<file path="config.mk">
export PLATFORM = sky130hd
export DESIGN_NAME = usart_frame_format_and_baud_config
export DESIGN_NICKNAME = d
export VERILOG_FILES = /design/src/usart_cfg_pkg.sv /design/src/baud_prescaler.sv /design/src/usart_frame_format_and_baud_config.sv
export SDC_FILE = /design/constraint.sdc
export NUM_CORES = 1
export LEC_CHECK = 0
export BUFFER_PORTS_ARGS = -buffer_cell sky130_fd_sc_hd__buf_2
export CORE_AREA = 2 2 95 97
export CTS_CLUSTER_SIZE = 12
export DETAILED_ROUTE_END_ITERATION = 6
export DIE_AREA = 0 0 97 99
export PLACE_DENSITY = 0.58
export RECOVER_POWER = 100
export SETUP_SLACK_MARGIN = 0.4
export SYNTH_ARGS = -nofsm -noshare
export SYNTH_HDL_FRONTEND = slang
export SYNTH_SLANG_ARGS = --single-unit
</file>
<file path="constraint.sdc">
create_clock -name clk_sys -period 6.1 [get_ports clk_sys]
set_input_delay 0.61 -clock clk_sys [delete_from_list [all_inputs] [get_ports clk_sys]]
set_output_delay 0.61 -clock clk_sys [all_outputs]
set_load 0.02 [all_outputs]
</file>
<file path="src/usart_cfg_pkg.sv">
// Function
// - Transmitter sends one stop bit when stop select is 0, two when 1.
// - Receiver frame handling ignores the stop select setting entirely.
// - Width code 000-011 gives 5-8 data bits, 111 gives 9; others reserved.
// - Sync polarity 0: transmit changes on rising, receive samples on falling; 1 swaps.
// - Divisor is 12 bits: top four in high byte, low eight in low byte.
// - Low byte write reloads the prescaler with the new divisor one clock after the divisor register takes it.
// - Divisor zero gives the fastest rate: clock over 16 or over 8 in async, clock over 2 in sync.
// - Double speed cuts the async factor from 16 to 8; ignored, not cleared, in sync.
//
// Constants, register map and carrier types of the frame and rate configuration block.
// Assumes a single system clock and a plain register port with 8-bit data.
package usart_cfg_pkg;

  // ----------------------------------------------------------------
  // Widths
  // ----------------------------------------------------------------
  localparam int ADDR_W = 3;
  localparam int DATA_W = 8;
  localparam int DIV_W = 12;
  localparam int OS_W = 4;
  localparam int BITS_W = 4;
  localparam int FRAME_W = 4;

  // ----------------------------------------------------------------
  // Register offsets
  // ----------------------------------------------------------------
  localparam logic [ADDR_W-1:0] OFS_FRAME_FORMAT = 3'h0;
  localparam logic [ADDR_W-1:0] OFS_DIV_HIGH = 3'h1;
  localparam logic [ADDR_W-1:0] OFS_DIV_LOW = 3'h2;
  localparam logic [ADDR_W-1:0] OFS_LINE_MODE = 3'h3;

  // ----------------------------------------------------------------
  // Field positions
  // ----------------------------------------------------------------
  localparam int STOP_SEL_BIT = 3;
  localparam int WIDTH_LOW_MSB = 2;
  localparam int WIDTH_LOW_LSB = 1;
  localparam int POLARITY_BIT = 0;
  localparam int SYNC_MODE_BIT = 0;
  localparam int DOUBLE_SPEED_BIT = 1;
  localparam int WIDTH_TOP_BIT = 2;
  localparam int DIV_HIGH_USED = 4;

  // ----------------------------------------------------------------
  // Reset values
  // ----------------------------------------------------------------
  localparam logic [DATA_W-1:0] FRAME_FORMAT_RST = 8'h06;
  localparam logic [DATA_W-1:0] LINE_MODE_RST = 8'h00;
  localparam logic [DIV_W-1:0] DIVISOR_RST = 12'h000;
  localparam logic [DATA_W-1:0] READ_ZERO = 8'h00;

  // ----------------------------------------------------------------
  // Rate factors and frame sizes
  // ----------------------------------------------------------------
  localparam logic [OS_W-1:0] OS_LAST_NORMAL = 4'hf;
  localparam logic [OS_W-1:0] OS_LAST_DOUBLE = 4'h7;
  localparam logic [BITS_W-1:0] BITS_5 = 4'h5;
  localparam logic [BITS_W-1:0] BITS_6 = 4'h6;
  localparam logic [BITS_W-1:0] BITS_7 = 4'h7;
  localparam logic [BITS_W-1:0] BITS_8 = 4'h8;
  localparam logic [BITS_W-1:0] BITS_9 = 4'h9;
  localparam logic [1:0] STOP_ONE = 2'h1;
  localparam logic [1:0] STOP_TWO = 2'h2;
  localparam logic [FRAME_W-1:0] START_BITS = 4'h1;

  // ----------------------------------------------------------------
  // Carriers
  // ----------------------------------------------------------------
  typedef struct packed {
    logic [2:0] width_code;
    logic stop_count_select;
    logic sync_clock_polarity;
    logic double_speed_select;
    logic sync_mode;
  } line_cfg_t;

  typedef struct packed {
    logic tx_shift;
    logic rx_sample;
    logic bit_tick;
  } rate_evt_t;

  // ----------------------------------------------------------------
  // Width code decode
  // ----------------------------------------------------------------
  function automatic logic [BITS_W-1:0] char_bits(input logic [2:0] code);
    logic [BITS_W-1:0] bits;
    unique case (code)
      3'h0: bits = BITS_5;
      3'h1: bits = BITS_6;
      3'h2: bits = BITS_7;
      3'h3: bits = BITS_8;
      3'h7: bits = BITS_9;
      default: bits = BITS_8;
    endcase
    return bits;
  endfunction : char_bits

  function automatic logic width_reserved(input logic [2:0] code);
    return code[2] && (code != 3'h7);
  endfunction : width_reserved

endpackage : usart_cfg_pkg

</file>
<file path="src/baud_prescaler.sv">
// Down-counting baud prescaler giving one tick every divisor plus one clocks.
// Assumes reload is a one-cycle pulse in the system clock domain.
`timescale 1ns/1ps
module baud_prescaler
  import usart_cfg_pkg::*;
#(
  parameter int W = DIV_W
)
(
  input wire logic clk_sys,
  input wire logic rstn,
  input wire logic reload,
  input wire logic [W-1:0] divisor,
  output logic tick
);

  logic [W-1:0] count_q;
  logic [W-1:0] count_d;
  logic tick_q;
  logic tick_d;

  // ----------------------------------------------------------------
  // Next count
  // ----------------------------------------------------------------
  always_comb
  begin
    count_d = count_q - 1'b1;
    tick_d = 1'b0;
    if (reload)
    begin
      count_d = divisor;
    end
    else if (count_q == '0)
    begin
      count_d = divisor;
      tick_d = 1'b1;
    end
  end

  always_ff @(posedge clk_sys or negedge rstn)
  begin
    if (!rstn)
    begin
      count_q <= '0;
      tick_q <= 1'b0;
    end
    else
    begin
      count_q <= count_d;
      tick_q <= tick_d;
    end
  end

  assign tick = tick_q;

endmodule : baud_prescaler

</file>
<file path="src/usart_frame_format_and_baud_config.sv">
// Frame format registers, baud divisor registers and rate event generation.
// Assumes one system clock, a plain register port and shift engines outside.
//
// Design decisions made here: the address map and the address-and-strobe port.
`timescale 1ns/1ps
module usart_frame_format_and_baud_config
  import usart_cfg_pkg::*;
(
  input wire logic clk_sys,
  input wire logic rstn,
  input wire logic [ADDR_W-1:0] reg_addr,
  input wire logic [DATA_W-1:0] reg_wdata,
  input wire logic reg_wr,
  input wire logic reg_rd,
  output logic [DATA_W-1:0] reg_rdata,
  output line_cfg_t line_cfg,
  output logic [BITS_W-1:0] data_bits,
  output logic [1:0] tx_stop_bits,
  output logic [FRAME_W-1:0] tx_frame_bits,
  output logic [FRAME_W-1:0] rx_frame_bits,
  output logic width_code_reserved,
  output rate_evt_t rate_evt,
  output logic sync_clock_pin
);

  // ----------------------------------------------------------------
  // Register state
  // ----------------------------------------------------------------
  typedef struct packed {
    logic frame_format;
    logic div_high;
    logic div_low;
    logic line_mode;
  } reg_sel_t;

  function automatic reg_sel_t reg_decode(input logic [ADDR_W-1:0] addr);
    reg_sel_t sel;
    sel.frame_format = (addr == OFS_FRAME_FORMAT);
    sel.div_high = (addr == OFS_DIV_HIGH);
    sel.div_low = (addr == OFS_DIV_LOW);
    sel.line_mode = (addr == OFS_LINE_MODE);
    return sel;
  endfunction : reg_decode

  reg_sel_t wr_sel;
  reg_sel_t rd_sel;
  logic [DATA_W-1:0] frame_format_control_q;
  logic [DATA_W-1:0] frame_format_control_d;
  logic [DATA_W-1:0] line_mode_q;
  logic [DATA_W-1:0] line_mode_d;
  logic [DIV_W-1:0] baud_divisor_q;
  logic [DIV_W-1:0] baud_divisor_d;
  logic [DATA_W-1:0] rdata_q;
  logic [DATA_W-1:0] rdata_d;
  logic reload_q;
  logic reload_d;

  always_comb
  begin
    wr_sel = reg_wr ? reg_decode(reg_addr) : '0;
    rd_sel = reg_rd ? reg_decode(reg_addr) : '0;
  end

  // ----------------------------------------------------------------
  // Frame format and line mode registers
  // ----------------------------------------------------------------
  always_comb
  begin
    frame_format_control_d = frame_format_control_q;
    line_mode_d = line_mode_q;
    if (wr_sel.frame_format)
    begin
      frame_format_control_d = reg_wdata;
    end
    if (wr_sel.line_mode)
    begin
      line_mode_d = reg_wdata;
    end
  end

  always_ff @(posedge clk_sys or negedge rstn)
  begin
    if (!rstn)
    begin
      frame_format_control_q <= FRAME_FORMAT_RST;
      line_mode_q <= LINE_MODE_RST;
    end
    else
    begin
      frame_format_control_q <= frame_format_control_d;
      line_mode_q <= line_mode_d;
    end
  end

  // ----------------------------------------------------------------
  // Baud divisor registers
  // ----------------------------------------------------------------
  always_comb
  begin
    baud_divisor_d = baud_divisor_q;
    reload_d = 1'b0;
    if (wr_sel.div_high)
    begin
      // Upper nibble is not stored
      baud_divisor_d[DIV_W-1:DATA_W] = reg_wdata[DIV_HIGH_USED-1:0];
    end
    if (wr_sel.div_low)
    begin
      baud_divisor_d[DATA_W-1:0] = reg_wdata;
      reload_d = 1'b1;
    end
  end

  always_ff @(posedge clk_sys or negedge rstn)
  begin
    if (!rstn)
    begin
      baud_divisor_q <= DIVISOR_RST;
      reload_q <= 1'b0;
    end
    else
    begin
      baud_divisor_q <= baud_divisor_d;
      reload_q <= reload_d;
    end
  end

  // ----------------------------------------------------------------
  // Read data
  // ----------------------------------------------------------------
  always_comb
  begin
    rdata_d = READ_ZERO;
    if (rd_sel.frame_format)
    begin
      rdata_d = frame_format_control_q;
    end
    if (rd_sel.line_mode)
    begin
      rdata_d = line_mode_q;
    end
    if (rd_sel.div_high)
    begin
      rdata_d = {{(DATA_W-DIV_HIGH_USED){1'b0}}, baud_divisor_q[DIV_W-1:DATA_W]};
    end
    if (rd_sel.div_low)
    begin
      rdata_d = baud_divisor_q[DATA_W-1:0];
    end
  end

  always_ff @(posedge clk_sys or negedge rstn)
  begin
    if (!rstn)
    begin
      rdata_q <= READ_ZERO;
    end
    else
    begin
      rdata_q <= rdata_d;
    end
  end

  assign reg_rdata = rdata_q;

  // ----------------------------------------------------------------
  // Configuration decode
  // ----------------------------------------------------------------
  line_cfg_t cfg_now;
  line_cfg_t cfg_q;
  logic [BITS_W-1:0] data_bits_q;
  logic [BITS_W-1:0] data_bits_d;
  logic [1:0] stop_q;
  logic [1:0] stop_d;
  logic [FRAME_W-1:0] tx_frame_q;
  logic [FRAME_W-1:0] tx_frame_d;
  logic [FRAME_W-1:0] rx_frame_q;
  logic [FRAME_W-1:0] rx_frame_d;
  logic reserved_q;
  logic reserved_d;

  always_comb
  begin
    cfg_now.width_code = {line_mode_q[WIDTH_TOP_BIT],
                          frame_format_control_q[WIDTH_LOW_MSB:WIDTH_LOW_LSB]};
    cfg_now.stop_count_select = frame_format_control_q[STOP_SEL_BIT];
    cfg_now.sync_clock_polarity = frame_format_control_q[POLARITY_BIT];
    cfg_now.double_speed_select = line_mode_q[DOUBLE_SPEED_BIT];
    cfg_now.sync_mode = line_mode_q[SYNC_MODE_BIT];
    data_bits_d = char_bits(cfg_now.width_code);
    reserved_d = width_reserved(cfg_now.width_code);
    stop_d = cfg_now.stop_count_select ? STOP_TWO : STOP_ONE;
    tx_frame_d = FRAME_W'(START_BITS + data_bits_d + FRAME_W'(stop_d));
    // Receiver checks only the first stop bit
    rx_frame_d = FRAME_W'(START_BITS + data_bits_d + FRAME_W'(STOP_ONE));
  end

  always_ff @(posedge clk_sys or negedge rstn)
  begin
    if (!rstn)
    begin
      cfg_q <= '0;
      data_bits_q <= BITS_8;
      stop_q <= STOP_ONE;
      tx_frame_q <= '0;
      rx_frame_q <= '0;
      reserved_q <= 1'b0;
    end
    else
    begin
      cfg_q <= cfg_now;
      data_bits_q <= data_bits_d;
      stop_q <= stop_d;
      tx_frame_q <= tx_frame_d;
      rx_frame_q <= rx_frame_d;
      reserved_q <= reserved_d;
    end
  end

  assign line_cfg = cfg_q;
  assign data_bits = data_bits_q;
  assign tx_stop_bits = stop_q;
  assign tx_frame_bits = tx_frame_q;
  assign rx_frame_bits = rx_frame_q;
  assign width_code_reserved = reserved_q;

  // ----------------------------------------------------------------
  // Rate generation
  // ----------------------------------------------------------------
  logic presc_tick;

  baud_prescaler #(
    .W(DIV_W)
  ) u_prescaler (
    .clk_sys(clk_sys),
    .rstn(rstn),
    .reload(reload_q),
    .divisor(baud_divisor_q),
    .tick(presc_tick)
  );

  logic [OS_W-1:0] os_cnt_q;
  logic [OS_W-1:0] os_cnt_d;
  logic xck_q;
  logic xck_d;
  rate_evt_t evt_q;
  rate_evt_t evt_d;
  logic [OS_W-1:0] os_last;
  logic rise;
  logic fall;

  always_comb
  begin
    os_cnt_d = os_cnt_q;
    xck_d = xck_q;
    evt_d = '0;
    rise = 1'b0;
    fall = 1'b0;
    os_last = cfg_now.double_speed_select ? OS_LAST_DOUBLE : OS_LAST_NORMAL;
    if (reload_q)
    begin
      os_cnt_d = '0;
    end
    else if (presc_tick)
    begin
      if (cfg_now.sync_mode)
      begin
        // Sync clock toggles once per prescaler period
        xck_d = ~xck_q;
        rise = ~xck_q;
        fall = xck_q;
        evt_d.bit_tick = rise;
        evt_d.tx_shift = cfg_now.sync_clock_polarity ? fall : rise;
        evt_d.rx_sample = cfg_now.sync_clock_polarity ? rise : fall;
      end
      else
      begin
        // Receiver oversamples every prescaler tick
        evt_d.rx_sample = 1'b1;
        if (os_cnt_q >= os_last)
        begin
          os_cnt_d = '0;
          evt_d.bit_tick = 1'b1;
          evt_d.tx_shift = 1'b1;
        end
        else
        begin
          os_cnt_d = os_cnt_q + 1'b1;
        end
      end
    end
    if (!cfg_now.sync_mode)
    begin
      xck_d = 1'b0;
    end
  end

  always_ff @(posedge clk_sys or negedge rstn)
  begin
    if (!rstn)
    begin
      os_cnt_q <= '0;
      xck_q <= 1'b0;
      evt_q <= '0;
    end
    else
    begin
      os_cnt_q <= os_cnt_d;
      xck_q <= xck_d;
      evt_q <= evt_d;
    end
  end

  assign rate_evt = evt_q;
  assign sync_clock_pin = xck_q;

endmodule : usart_frame_format_and_baud_config

</file>
After elaboration in Yosys (flattened, before gate mapping)
Cells that the tools add are included.
W data, S select, Z words.
Storage, ports and cells
  output and inout port bits: 34
  register bits after elaboration: 80
  bits of input ports: 15
  word-level logic and storage cells: 74
Operators by class
  reduce and logical (&&, ||, !) cells: 7
  bitwise operators: 1
  mux-type cells: 27
  add/subtract/negate cells: 5
  equal/unequal tests: 10
  $lt $le $gt $ge: 1
Operator list (number)
  $mux W8: 4
  $mux W4: 7
  $mux W12: 2
  $pmux W4 S4: 1
  $logic_not A12 Y1: 1
  $sub A12 B1 Y12 const B: 1
  $eq A3 B2 Y1 const B: 3
  $mux W1: 9
  $mux W3: 3
  $add A4 B1 Y4 const B: 2
  $eq A3 B1 Y1 const B: 2
  $logic_not A3 Y1: 2
  $add A1 B4 Y4 const A: 1
  $add A4 B2 Y4: 1
  $ge A4 B4 Y1: 1
  $ne A2 B1 Y1 const B: 2
  $reduce_and A2 Y1: 2
  $eq A3 B3 Y1 const B: 1
  $ne A3 B3 Y1 const B: 1
  $mux W2: 1
  $ne A2 B2 Y1 const B: 1
  $reduce_bool A2 Y1: 1
  $logic_and A1 B1 Y1: 1
  $not A1 Y1: 1

Longest topological paths before layout
Gate-level depths: netlist of the first run.
  word-level depth: 6
  mapped depth: 8

Hierarchy
From an unflattened synthesis of the first run, not the netlist that was laid out.
Unflattened totals
  cell total of the unflattened synthesis: 257
  area, all modules: 3378.2 µm²
Modules (own cells, without submodules)
  usart_frame_format_and_baud_config: cells an instance 184, area an instance 2646.3 µm², sequential area each 1631.6 µm², times used 1
  baud_prescaler: cells an instance 73, area an instance 732.0 µm², sequential area each 325.3 µm², times used 1

Least setup slack after synthesis of the first run
OpenSTA, ideal clock, no wires.
  kind: register -> register
  start point: register frame_format_control_q[1]
  end point: register tx_frame_q[3] (netlist: tx_frame_bits[3])
  cell stages (with the launch flop): 8
  path slack: 3984 ps
  data arrival time: 2036 ps
  library setup time: 80 ps
  cells stage by stage: dfstp_2 > a21boi_0 > a21oi_1 > ha_1 > ha_1 > a21oi_1 > mux2i_1 > xnor2_1
On the way
  longest elaborated chain between the ends: 4
  elaborated cells between the ends (all ways): 7
  classes of those cells: add/sub (2); eq/ne (3); mux (1); reduce/logical (1)
RTL lines
  start: declaration: line usart_frame_format_and_baud_config.sv:47  | logic [DATA_W-1:0] frame_format_control_q;
  start signal: assignment: line usart_frame_format_and_baud_config.sv:90  | frame_format_control_q <= frame_format_control_d;
  $eq A3 B3 Y1 (tied with other cells): line usart_cfg_pkg.sv:89  | unique case (code)
  $pmux W4 S4 *: line usart_cfg_pkg.sv:89
  via data_bits_d[0]: line usart_frame_format_and_baud_config.sv:172  | logic [BITS_W-1:0] data_bits_d;
  $add A1 B4 Y4 *: line usart_frame_format_and_baud_config.sv:193  | tx_frame_d = FRAME_W'(START_BITS + data_bits_d + FRAME_W'(stop_d));
  $add A4 B2 Y4 *: line usart_frame_format_and_baud_config.sv:193
  via tx_frame_d[3]: line usart_frame_format_and_baud_config.sv:176  | logic [FRAME_W-1:0] tx_frame_d;
  end signal: assignment: line usart_frame_format_and_baud_config.sv:214  | tx_frame_q <= tx_frame_d;
  end: declaration: line usart_frame_format_and_baud_config.sv:175  | logic [FRAME_W-1:0] tx_frame_q;
The timed path passes the listed nets; every way through them passes the cells marked *.
A chain may end at the register's enable or synchronous reset.

Final worst setup path of the first run
  start point: input port reg_addr[1]
  end point: register frame_format_control_q[7]
On the way
  longest elaborated chain between the ends: 2
RTL lines
  start: declaration: line usart_frame_format_and_baud_config.sv:11  | input wire logic [ADDR_W-1:0] reg_addr,
  $logic_not A3 Y1: line usart_frame_format_and_baud_config.sv:38  | sel.frame_format = (addr == OFS_FRAME_FORMAT);
  $mux W4: line usart_frame_format_and_baud_config.sv:60  | wr_sel = reg_wr ? reg_decode(reg_addr) : '0;
Every way passes these cells.

==> results of run 1 <==
==> worst paths after layout <==
check                                          start                         to  cells past startpoint
max reg2reg                frame_format_control_q[1]           tx_frame_bits[3]                      7
min                                             rstn             line_mode_q[5]                      1
min in group clk_sys       frame_format_control_q[3]                line_cfg[3]                      0
max                                      reg_addr[1]  frame_format_control_q[7]                      3
min reg2reg                frame_format_control_q[3]                line_cfg[3]                      0
max in group asynchronous                       rstn                os_cnt_q[1]                      1
==> cells by family after synthesis <==
group,Yosys count
AO/OA/AOI/OAI,36
XOR/XNOR,15
adder cells (fa/ha/maj),9
buffers and inverters,24
flip-flops,78
multiplexers,36
AND/OR/NAND/NOR,64
==> metal layers <==
layer  wire length (um)  global-route usage, %
met1               2990                  18.66
met2               3056                  23.18
met3                252                  4.894
met4                 70                  4.225
met5                  0                      0
==> power breakdown <==
group / switching, mW / total (mW) / internal (mW)
clock network: 0.184 / 0.373 / 0.189
registers: 0.0926 / 0.742 / 0.650
logic: 0.226 / 0.399 / 0.172
total: 0.503 / 1.51 / 1.01
==> stage by stage <==
stage	hold WS, ns	instance area, um2	power [mW]	utilization [%]
after global placement	0.4405	3661	1.158	42.82
after detailed placement	0.4436	3661	1.172	42.82
after CTS	0.4485	3852	1.555	45.05
after floorplan	0.3144	3342	1.046	-
after global routing	0.4844	3787	1.616	44.29
final	0.4036	3787	1.514	44.29
==> area by class of cell <==
| type | count | area share, % |
|---|---|---|
| repair buffers | 48 | 5.253 |
| well taps | 108 | 3.568 |
| inverters | 14 | 1.388 |
| multi-input cells | 160 | 33.07 |
| flip-flops and latches | 78 | 51.67 |
| clock inverters | 5 | 1.586 |
| clock buffers | 11 | 3.469 |
==> flip-flops by register name, indices dropped and copies added, names as in the netlist, 3 cells and up <==
name,count
rx_frame_bits,4
frame_format_control_q,8
line_mode_q,8
os_cnt_q,4
baud_divisor_q,12
data_bits,3
u_prescaler.count_q,12
tx_frame_bits,4
rate_evt,3
line_cfg,7
reg_rdata,8
==> cells in the mapped netlist (2+ instances only) <==
library cell / n
sky130_fd_sc_hd__buf_4: 2
sky130_fd_sc_hd__o21ai_0: 9
sky130_fd_sc_hd__nor2b_1: 7
sky130_fd_sc_hd__mux2i_1: 7
sky130_fd_sc_hd__buf_2: 4
sky130_fd_sc_hd__dfrtp_1: 74
sky130_fd_sc_hd__nand2b_1: 2
sky130_fd_sc_hd__nor3_1: 2
sky130_fd_sc_hd__buf_1: 2
sky130_fd_sc_hd__inv_1: 14
sky130_fd_sc_hd__xor2_1: 4
sky130_fd_sc_hd__nor2_1: 25
sky130_fd_sc_hd__mux2_2: 25
sky130_fd_sc_hd__nor4_1: 2
sky130_fd_sc_hd__ha_1: 8
sky130_fd_sc_hd__dfstp_2: 4
sky130_fd_sc_hd__nand2_1: 10
sky130_fd_sc_hd__mux4_2: 4
sky130_fd_sc_hd__nor4bb_1: 3
sky130_fd_sc_hd__xnor2_1: 11
sky130_fd_sc_hd__a31oi_1: 6
sky130_fd_sc_hd__a21oi_1: 12
sky130_fd_sc_hd__a21oi_2: 2
sky130_fd_sc_hd__buf_6: 2
sky130_fd_sc_hd__o31ai_1: 2
sky130_fd_sc_hd__or3_1: 2
sky130_fd_sc_hd__nand3_1: 2
==> metrics.md, run 1 <==
| Metric | Value |
|---|---|
| Number of antenna violations at the first check in global routing | `0` |
| Post-synthesis cell type with the largest combined area | `sky130_fd_sc_hd__dfrtp_1` |
| Power per standard cell area | `399.7 nW/um2` |
| Type of the most critical hold path | `input pin to asynchronous set/reset pin` |
| Via count of the first global-routing pass | `2201` |
| Worst-path fanout max | `16` |
| Post-route worst setup slack | `3.051 ns` |
| Standby leakage power | `1.630 nW` |
| Main combinational cell family by area after synthesis | `multiplexers` |
| Reported max-cap violation count | `2` |
| Width of the chip | `97 um` |
| Peak supply drop | `about 0.16 mV` |
| Total number of vias | `between 2k and 2.5k` |
| Total of warnings raised by yosys | `0` |
| Post-synth net total | `286` |
| Share of the cycle needed by the critical path after routing | `around 50%` |
| Worst clock skew | `roughly 0.0068 ns` |
| Violations in the final reports | `max-capacitance violations, max-slew violations` |
| Post-route DRC | `0` |
| I/O pins | `49` |
| Buffers and inverters on the worst path | `1` |
| Number of endpoints failing setup at the final stage | `0` |
| Clock insertion delay at the later pin of the skew report | `0.34 ns` |
| Area used by multi-input combinational logic | `between 1000 and 1500 um2` |
| CTS HTree Levels | `3` |
| Area growth from synthesis to layout | `13.33%` |
| Family with the most delay on the worst path | `simple AND/OR/NAND/NOR gates` |
| EDFF count, synth | `0` |
| Placed wire-length estimate | `4.370 mm` |
| Cell area after synthesis | `3342 um2` |
| Leading cell type in the layout, fill and taps excluded | `sky130_fd_sc_hd__dfrtp_1` |
| Proportion of layout cells with a drive suffix above 1 | `19.30%` |
| Number of input and output port buffers inserted | `48` |
| Max frequency | `about 330 MHz` |
| Floorplan core area | `8551 um2` |
| Share of synthesized cell area in full adder, half adder and majority cells | `3.594%` |
| First drt pass iteration count | `4` |
| Simple-gate area share of the yosys netlist | `10.56%` |
| Average cell area after synthesis | `12.76 um2` |
| Synthesized instance count | `262` |
| Clock-pin transition on the worst setup and hold timing paths | `~0.080 ns` |
| Outcome | `finished, violations left` |
| Count of clock tree sinks | `78` |
| Antenna Violating Nets Remaining | `0` |
| Number of storage elements in the synthesis netlist | `78` |
| Global-route wire length before repair | `~11 mm` |
| Max Slew Vio Count | `22` |
| Hold Buf Count CTS | `0` |
| Sequential area share after synthesis | `a little under 60%` |
| Maximum number of pins on one net before global-route repair | `79` |
| Most common flop cell mapped by yosys | `sky130_fd_sc_hd__dfrtp_1` |
| Series of cell instances along the critical path | `clkbuf_1 > nor4b_1 > mux2_2` |
| GRT Resource Usage Total | `between 10% and 20%` |
| Flop-to-flop setup slack | `3.65 ns` |
| Cells after DPL | `slightly above 400` |
| Type of element capturing the critical path | `register` |
| Commonest cells after routing, fill and taps aside | `sky130_fd_sc_hd__dfrtp_1 (74), sky130_fd_sc_hd__clkbuf_1 (37), sky130_fd_sc_hd__nor2_1 (25), sky130_fd_sc_hd__mux2_2 (23), sky130_fd_sc_hd__inv_1 (14)` |
| RSZ-0062 raised after global routing | `false` |
| Fillcell total | `approximately 830` |
| Type of the worst setup path | `input pin to register` |
| Post-synthesis compound-gate area fraction | `under 10%` |
| Routed wirelength normalized by instance count | `15.02 um` |
| Die Area | `roughly 9600 um2` |
| RD Place Congestion | `0.6941` |
| Gates resized, CTS repair | `0` |
| Count of antenna diodes in the layout | `0` |
| Worst Tran Pin Value | `2.140 ns` |
| Clock buffer count from CTS | `9` |
| Final Routed Wirelength | `between 6 and 7 mm` |
| Peak per-stage delay on the critical path | `1.83 ns` |
| Ys async rst share | `100.0%` |
| Post-Layout Cell Count | `approximately 420` |
| Library cells used by synthesis | `42` |
| CTS tree | `done` |
| CP required | `~6.3 ns` |
| Critical Path AT | `between 3 and 4 ns` |
| Sum of negative setup slack | `0 ns` |
| Chip Height | `between 90 and 100 um` |
| Master of the slowest instance on the critical path | `sky130_fd_sc_hd__nor4b_1` |
| Initial core utilization | `39.08%` |
| Clk root buf | `sky130_fd_sc_hd__clkbuf_8` |
| Number of nets in the final layout | `roughly 340` |
| Post-synthesis share of cell area spent on xor and xnor gates | `~3.9%` |
| Worst-case clock buffer depth | `2` |
| Final Critical Period | `3.049 ns` |
| Register Area | `1957 um2` |
| First DRT Iteration DRCs | `99` |
| Number of endpoints with negative hold slack in the final report | `0` |
| Worst relative slew slack | `-44.66%` |
| Setup WS pre-CTS | `3.650 ns` |
| Average via count per standard cell | `4.958` |
| # Post-CTS Setup Buffers | `0` |
| Cell types occupying the most area after synthesis | `sky130_fd_sc_hd__dfrtp_1 (55%), sky130_fd_sc_hd__mux2_2 (8.4%), sky130_fd_sc_hd__dfstp_2 (3.1%)` |
| Share of Yosys cell area claimed by the top area cell type | `55.41%` |
| Placement Rows | `34` |
| Mux cell area share after synthesis | `13.22%` |
| Launching element type of the critical path | `input pin` |
| Global-route congestion overflow total | `0` |
No activity file was read; power rests on OpenSTA's default activity.
==> run 2, diff against run 1 <==
Clock period 6.1 ns to 2.9 ns, I/O delays scaled along.
==> run 2 against run 1 <==
Against the previous run:
- the run still ends with max-capacitance violations, max-slew violations left
- final cell count is 0.47% higher
- final area is 1.6% higher
- clock-buffer cell count is 1 lower
- utilization is 0.69 points higher
- worst setup slack worse by 2.6 ns
- via count is 0.24% lower
- critical path depth is 4 higher
- non-clock buffer count is 2 higher
- die area stayed put
- power is 120% higher
- clock power grew to 2.6 times the previous value
- critical endpoint is now tx_frame_bits[3]
- highest routed layer unchanged
==> metrics.md, run 2 (same netlist as run 1, synthesis figures left out) <==
| Metric | Value |
|---|---|
| Flop-to-flop setup slack | `0.49 ns (was 3.65 ns)` |
| First drt pass iteration count | `4 (unchanged)` |
| Power per standard cell area | `870.4 nW/um2 (was 399.7 nW/um2)` |
| Worst R2R Path Depth | `7 (unchanged)` |
| RD Place Congestion | `0.7502 (was 0.6941)` |
| Launching element type of the critical path | `register (was input pin)` |
| Worst Tran Pin Value | `1.885 ns (was 2.140 ns)` |
| Number of nets in the final layout | `337 (was 335)` |
| Placement Rows | `34 (unchanged)` |
| Registers with the most flip-flops | `baud_divisor_q x12, u_prescaler.count_q x12 (unchanged)` |
| Worst-path fanout max | `8 (was 16)` |
| Reported max-cap violation count | `1 (was 2)` |
| Count of antenna diodes in the layout | `0 (unchanged)` |
| Gates resized, CTS repair | `0 (unchanged)` |
| Clock buffer count from CTS | `9 (unchanged)` |
| Number of input and output port buffers inserted | `48 (unchanged)` |
| Post-Layout Cell Count | `426 (was 424)` |
| Clk root buf | `sky130_fd_sc_hd__clkbuf_8 (unchanged)` |
| Worst relative slew slack | `-25.65% (was -44.66%)` |
| Type of the most critical hold path | `input pin to register (was input pin to asynchronous set/reset pin)` |
| Max Slew Vio Count | `79 (was 22)` |
| Type of the worst setup path | `register to register (was input pin to register)` |
| Global-route wire length before repair | `10.71 mm (was 10.90 mm)` |
| I/O pins | `49 (unchanged)` |
| Width of the chip | `97 um (unchanged)` |
| Antenna Violating Nets Remaining | `0 (unchanged)` |
| Hold Buf Count CTS | `0 (unchanged)` |
| First DRT Iteration DRCs | `138 (was 99)` |
| Die Area | `9603 um2 (unchanged)` |
| Clock insertion delay at the later pin of the skew report | `0.35 ns (was 0.34 ns)` |
| # Post-CTS Setup Buffers | `0 (unchanged)` |
| Via count of the first global-routing pass | `2213 (was 2201)` |
| CTS HTree Levels | `3 (unchanged)` |
| Startpoint of the lowest-slack register-to-register path | `frame_format_control_q[1] (unchanged)` |
| Post-route DRC | `0 (unchanged)` |
| Global-route congestion overflow total | `0 (unchanged)` |
| Chip Height | `99 um (unchanged)` |
| Total number of vias | `2097 (was 2102)` |
| CTS tree | `done (unchanged)` |
| Max frequency | `415.6 MHz` |
| Final Routed Wirelength | `6.135 mm (was 6.369 mm)` |
| Leading cell type in the layout, fill and taps excluded | `sky130_fd_sc_hd__dfrtp_1 (unchanged)` |
| Floorplan core area | `8551 um2 (unchanged)` |
| Count of clock tree sinks | `78 (unchanged)` |
| Critical Path AT | `2.68 ns (was 3.28 ns)` |
| Violations in the final reports | `max-capacitance violations, max-slew violations (unchanged)` |
| Clock-pin transition on the worst setup and hold timing paths | `0.09 ns (was 0.08 ns)` |
| Worst-case clock buffer depth | `2 (unchanged)` |
| Commonest cells after routing, fill and taps aside | `sky130_fd_sc_hd__dfrtp_1 (74), sky130_fd_sc_hd__clkbuf_1 (38), sky130_fd_sc_hd__nor2_1 (25), sky130_fd_sc_hd__mux2_2 (25), sky130_fd_sc_hd__inv_1 (14) (was sky130_fd_sc_hd__dfrtp_1 (74), sky130_fd_sc_hd__clkbuf_1 (37), sky130_fd_sc_hd__nor2_1 (25), sky130_fd_sc_hd__mux2_2 (23), sky130_fd_sc_hd__inv_1 (14))` |
| Standby leakage power | `1.667 nW (was 1.630 nW)` |
| Worst reg2reg path endpoint | `tx_frame_bits[3] (unchanged)` |
| CP required | `3.17 ns (was 6.33 ns)` |
| Critical path launch point | `frame_format_control_q[1] (was reg_addr[1])` |
| Area growth from synthesis to layout | `15.09% (was 13.33%)` |
| Hold WS | `0.2085 ns (was 0.4036 ns)` |
| Sum of negative setup slack | `0 ns (unchanged)` |
| Share of the cycle needed by the critical path after routing | `82.97%` |
| GRT Resource Usage Total | `13.98% (was 14.41%)` |
| Placed wire-length estimate | `4.110 mm (was 4.370 mm)` |
| RSZ-0062 raised after global routing | `false (unchanged)` |
| Cells after DPL | `410 (was 408)` |
| Peak supply drop | `0.4365 mV (was 0.1573 mV)` |
| Routed wirelength normalized by instance count | `14.40 um (was 15.02 um)` |
| Worst clock skew | `0.01139 ns (was 0.006812 ns)` |
| Final Critical Period | `~2.4 ns` |
| Average via count per standard cell | `4.923 (was 4.958)` |
| Initial core utilization | `39.08% (unchanged)` |
| Number of antenna violations at the first check in global routing | `0 (unchanged)` |
| Proportion of layout cells with a drive suffix above 1 | `20.44% (was 19.30%)` |
| Critical Path Sink | `tx_frame_bits[3] (was frame_format_control_q[7])` |
| Number of endpoints with negative hold slack in the final report | `0 (unchanged)` |
| Fillcell total | `808 (was 827)` |
| Outcome | `finished, violations left (unchanged)` |
| Maximum number of pins on one net before global-route repair | `79 (unchanged)` |
| Number of endpoints failing setup at the final stage | `0 (unchanged)` |
| Type of element capturing the critical path | `register (unchanged)` |
==> run 2: worst min-delay path by stage <==
stage,from,depth (start not counted),end
floorplan,rstn,0,baud_divisor_q[0]
global route,reg_wdata[7],2,line_mode_q[7]
CTS,rstn,1,os_cnt_q[3]
global placement,frame_format_control_q[2],0,line_cfg[5]
detailed placement,frame_format_control_q[2],0,line_cfg[5]
finish,reg_wdata[3],3,frame_format_control_q[3]
==> run 2: per-stage QoR <==
step	util (%)	area, um2	power (mW)	setup WS [ns]
after CTS	45.79	3915	3.432	0.5605
after detailed placement	42.99	3676	2.457	0.5855
after global placement	42.99	3676	2.437	0.6869
final	44.98	3846	3.348	0.4940
after global routing	44.98	3846	3.572	0.3008
after floorplan	-	3342	2.200	0.7837
==> run 2: power by group <==
part | switching [mW] | leakage [nW] | internal, mW
clock | 0.383 | 0.116 | 0.572
sequential | 0.191 | 0.952 | 1.37
combinational | 0.472 | 0.599 | 0.362
total | 1.05 | 1.67 | 2.30
==> run 2: area by class of cell <==
class | instances | area, um2 | share of cell area (%)
Clock buffer | 10 | 127.6 | 3.318
Clock inverter | 6 | 111.4 | 2.895
Inverter | 14 | 52.55 | 1.366
Multi-Input combinational cell | 160 | 1259 | 32.73
Sequential cell | 78 | 1957 | 50.88
Tap cell | 108 | 135.1 | 3.513
Timing Repair Buffer | 50 | 203.9 | 5.303
==> run 2: per-layer routing <==
metal  vias up  part of all wire [%]  global-route usage (%)
met5         -                     0                       0
met3         6                   5.9                   4.326
li1       1010                     -                       -
met2        50                    47                   22.44
met1      1031                    46                   18.10
met4         0                   1.2                   4.875
==> run 2: worst max-delay path: stages (launching register included) <==
cell and delay (ns):
sky130_fd_sc_hd__dfstp_1 0.66, sky130_fd_sc_hd__a21boi_0 0.16, sky130_fd_sc_hd__a21oi_1 0.35, sky130_fd_sc_hd__ha_1 0.34
sky130_fd_sc_hd__ha_1 0.28, sky130_fd_sc_hd__a21oi_1 0.17, sky130_fd_sc_hd__mux2i_1 0.23, sky130_fd_sc_hd__xnor2_1 0.13
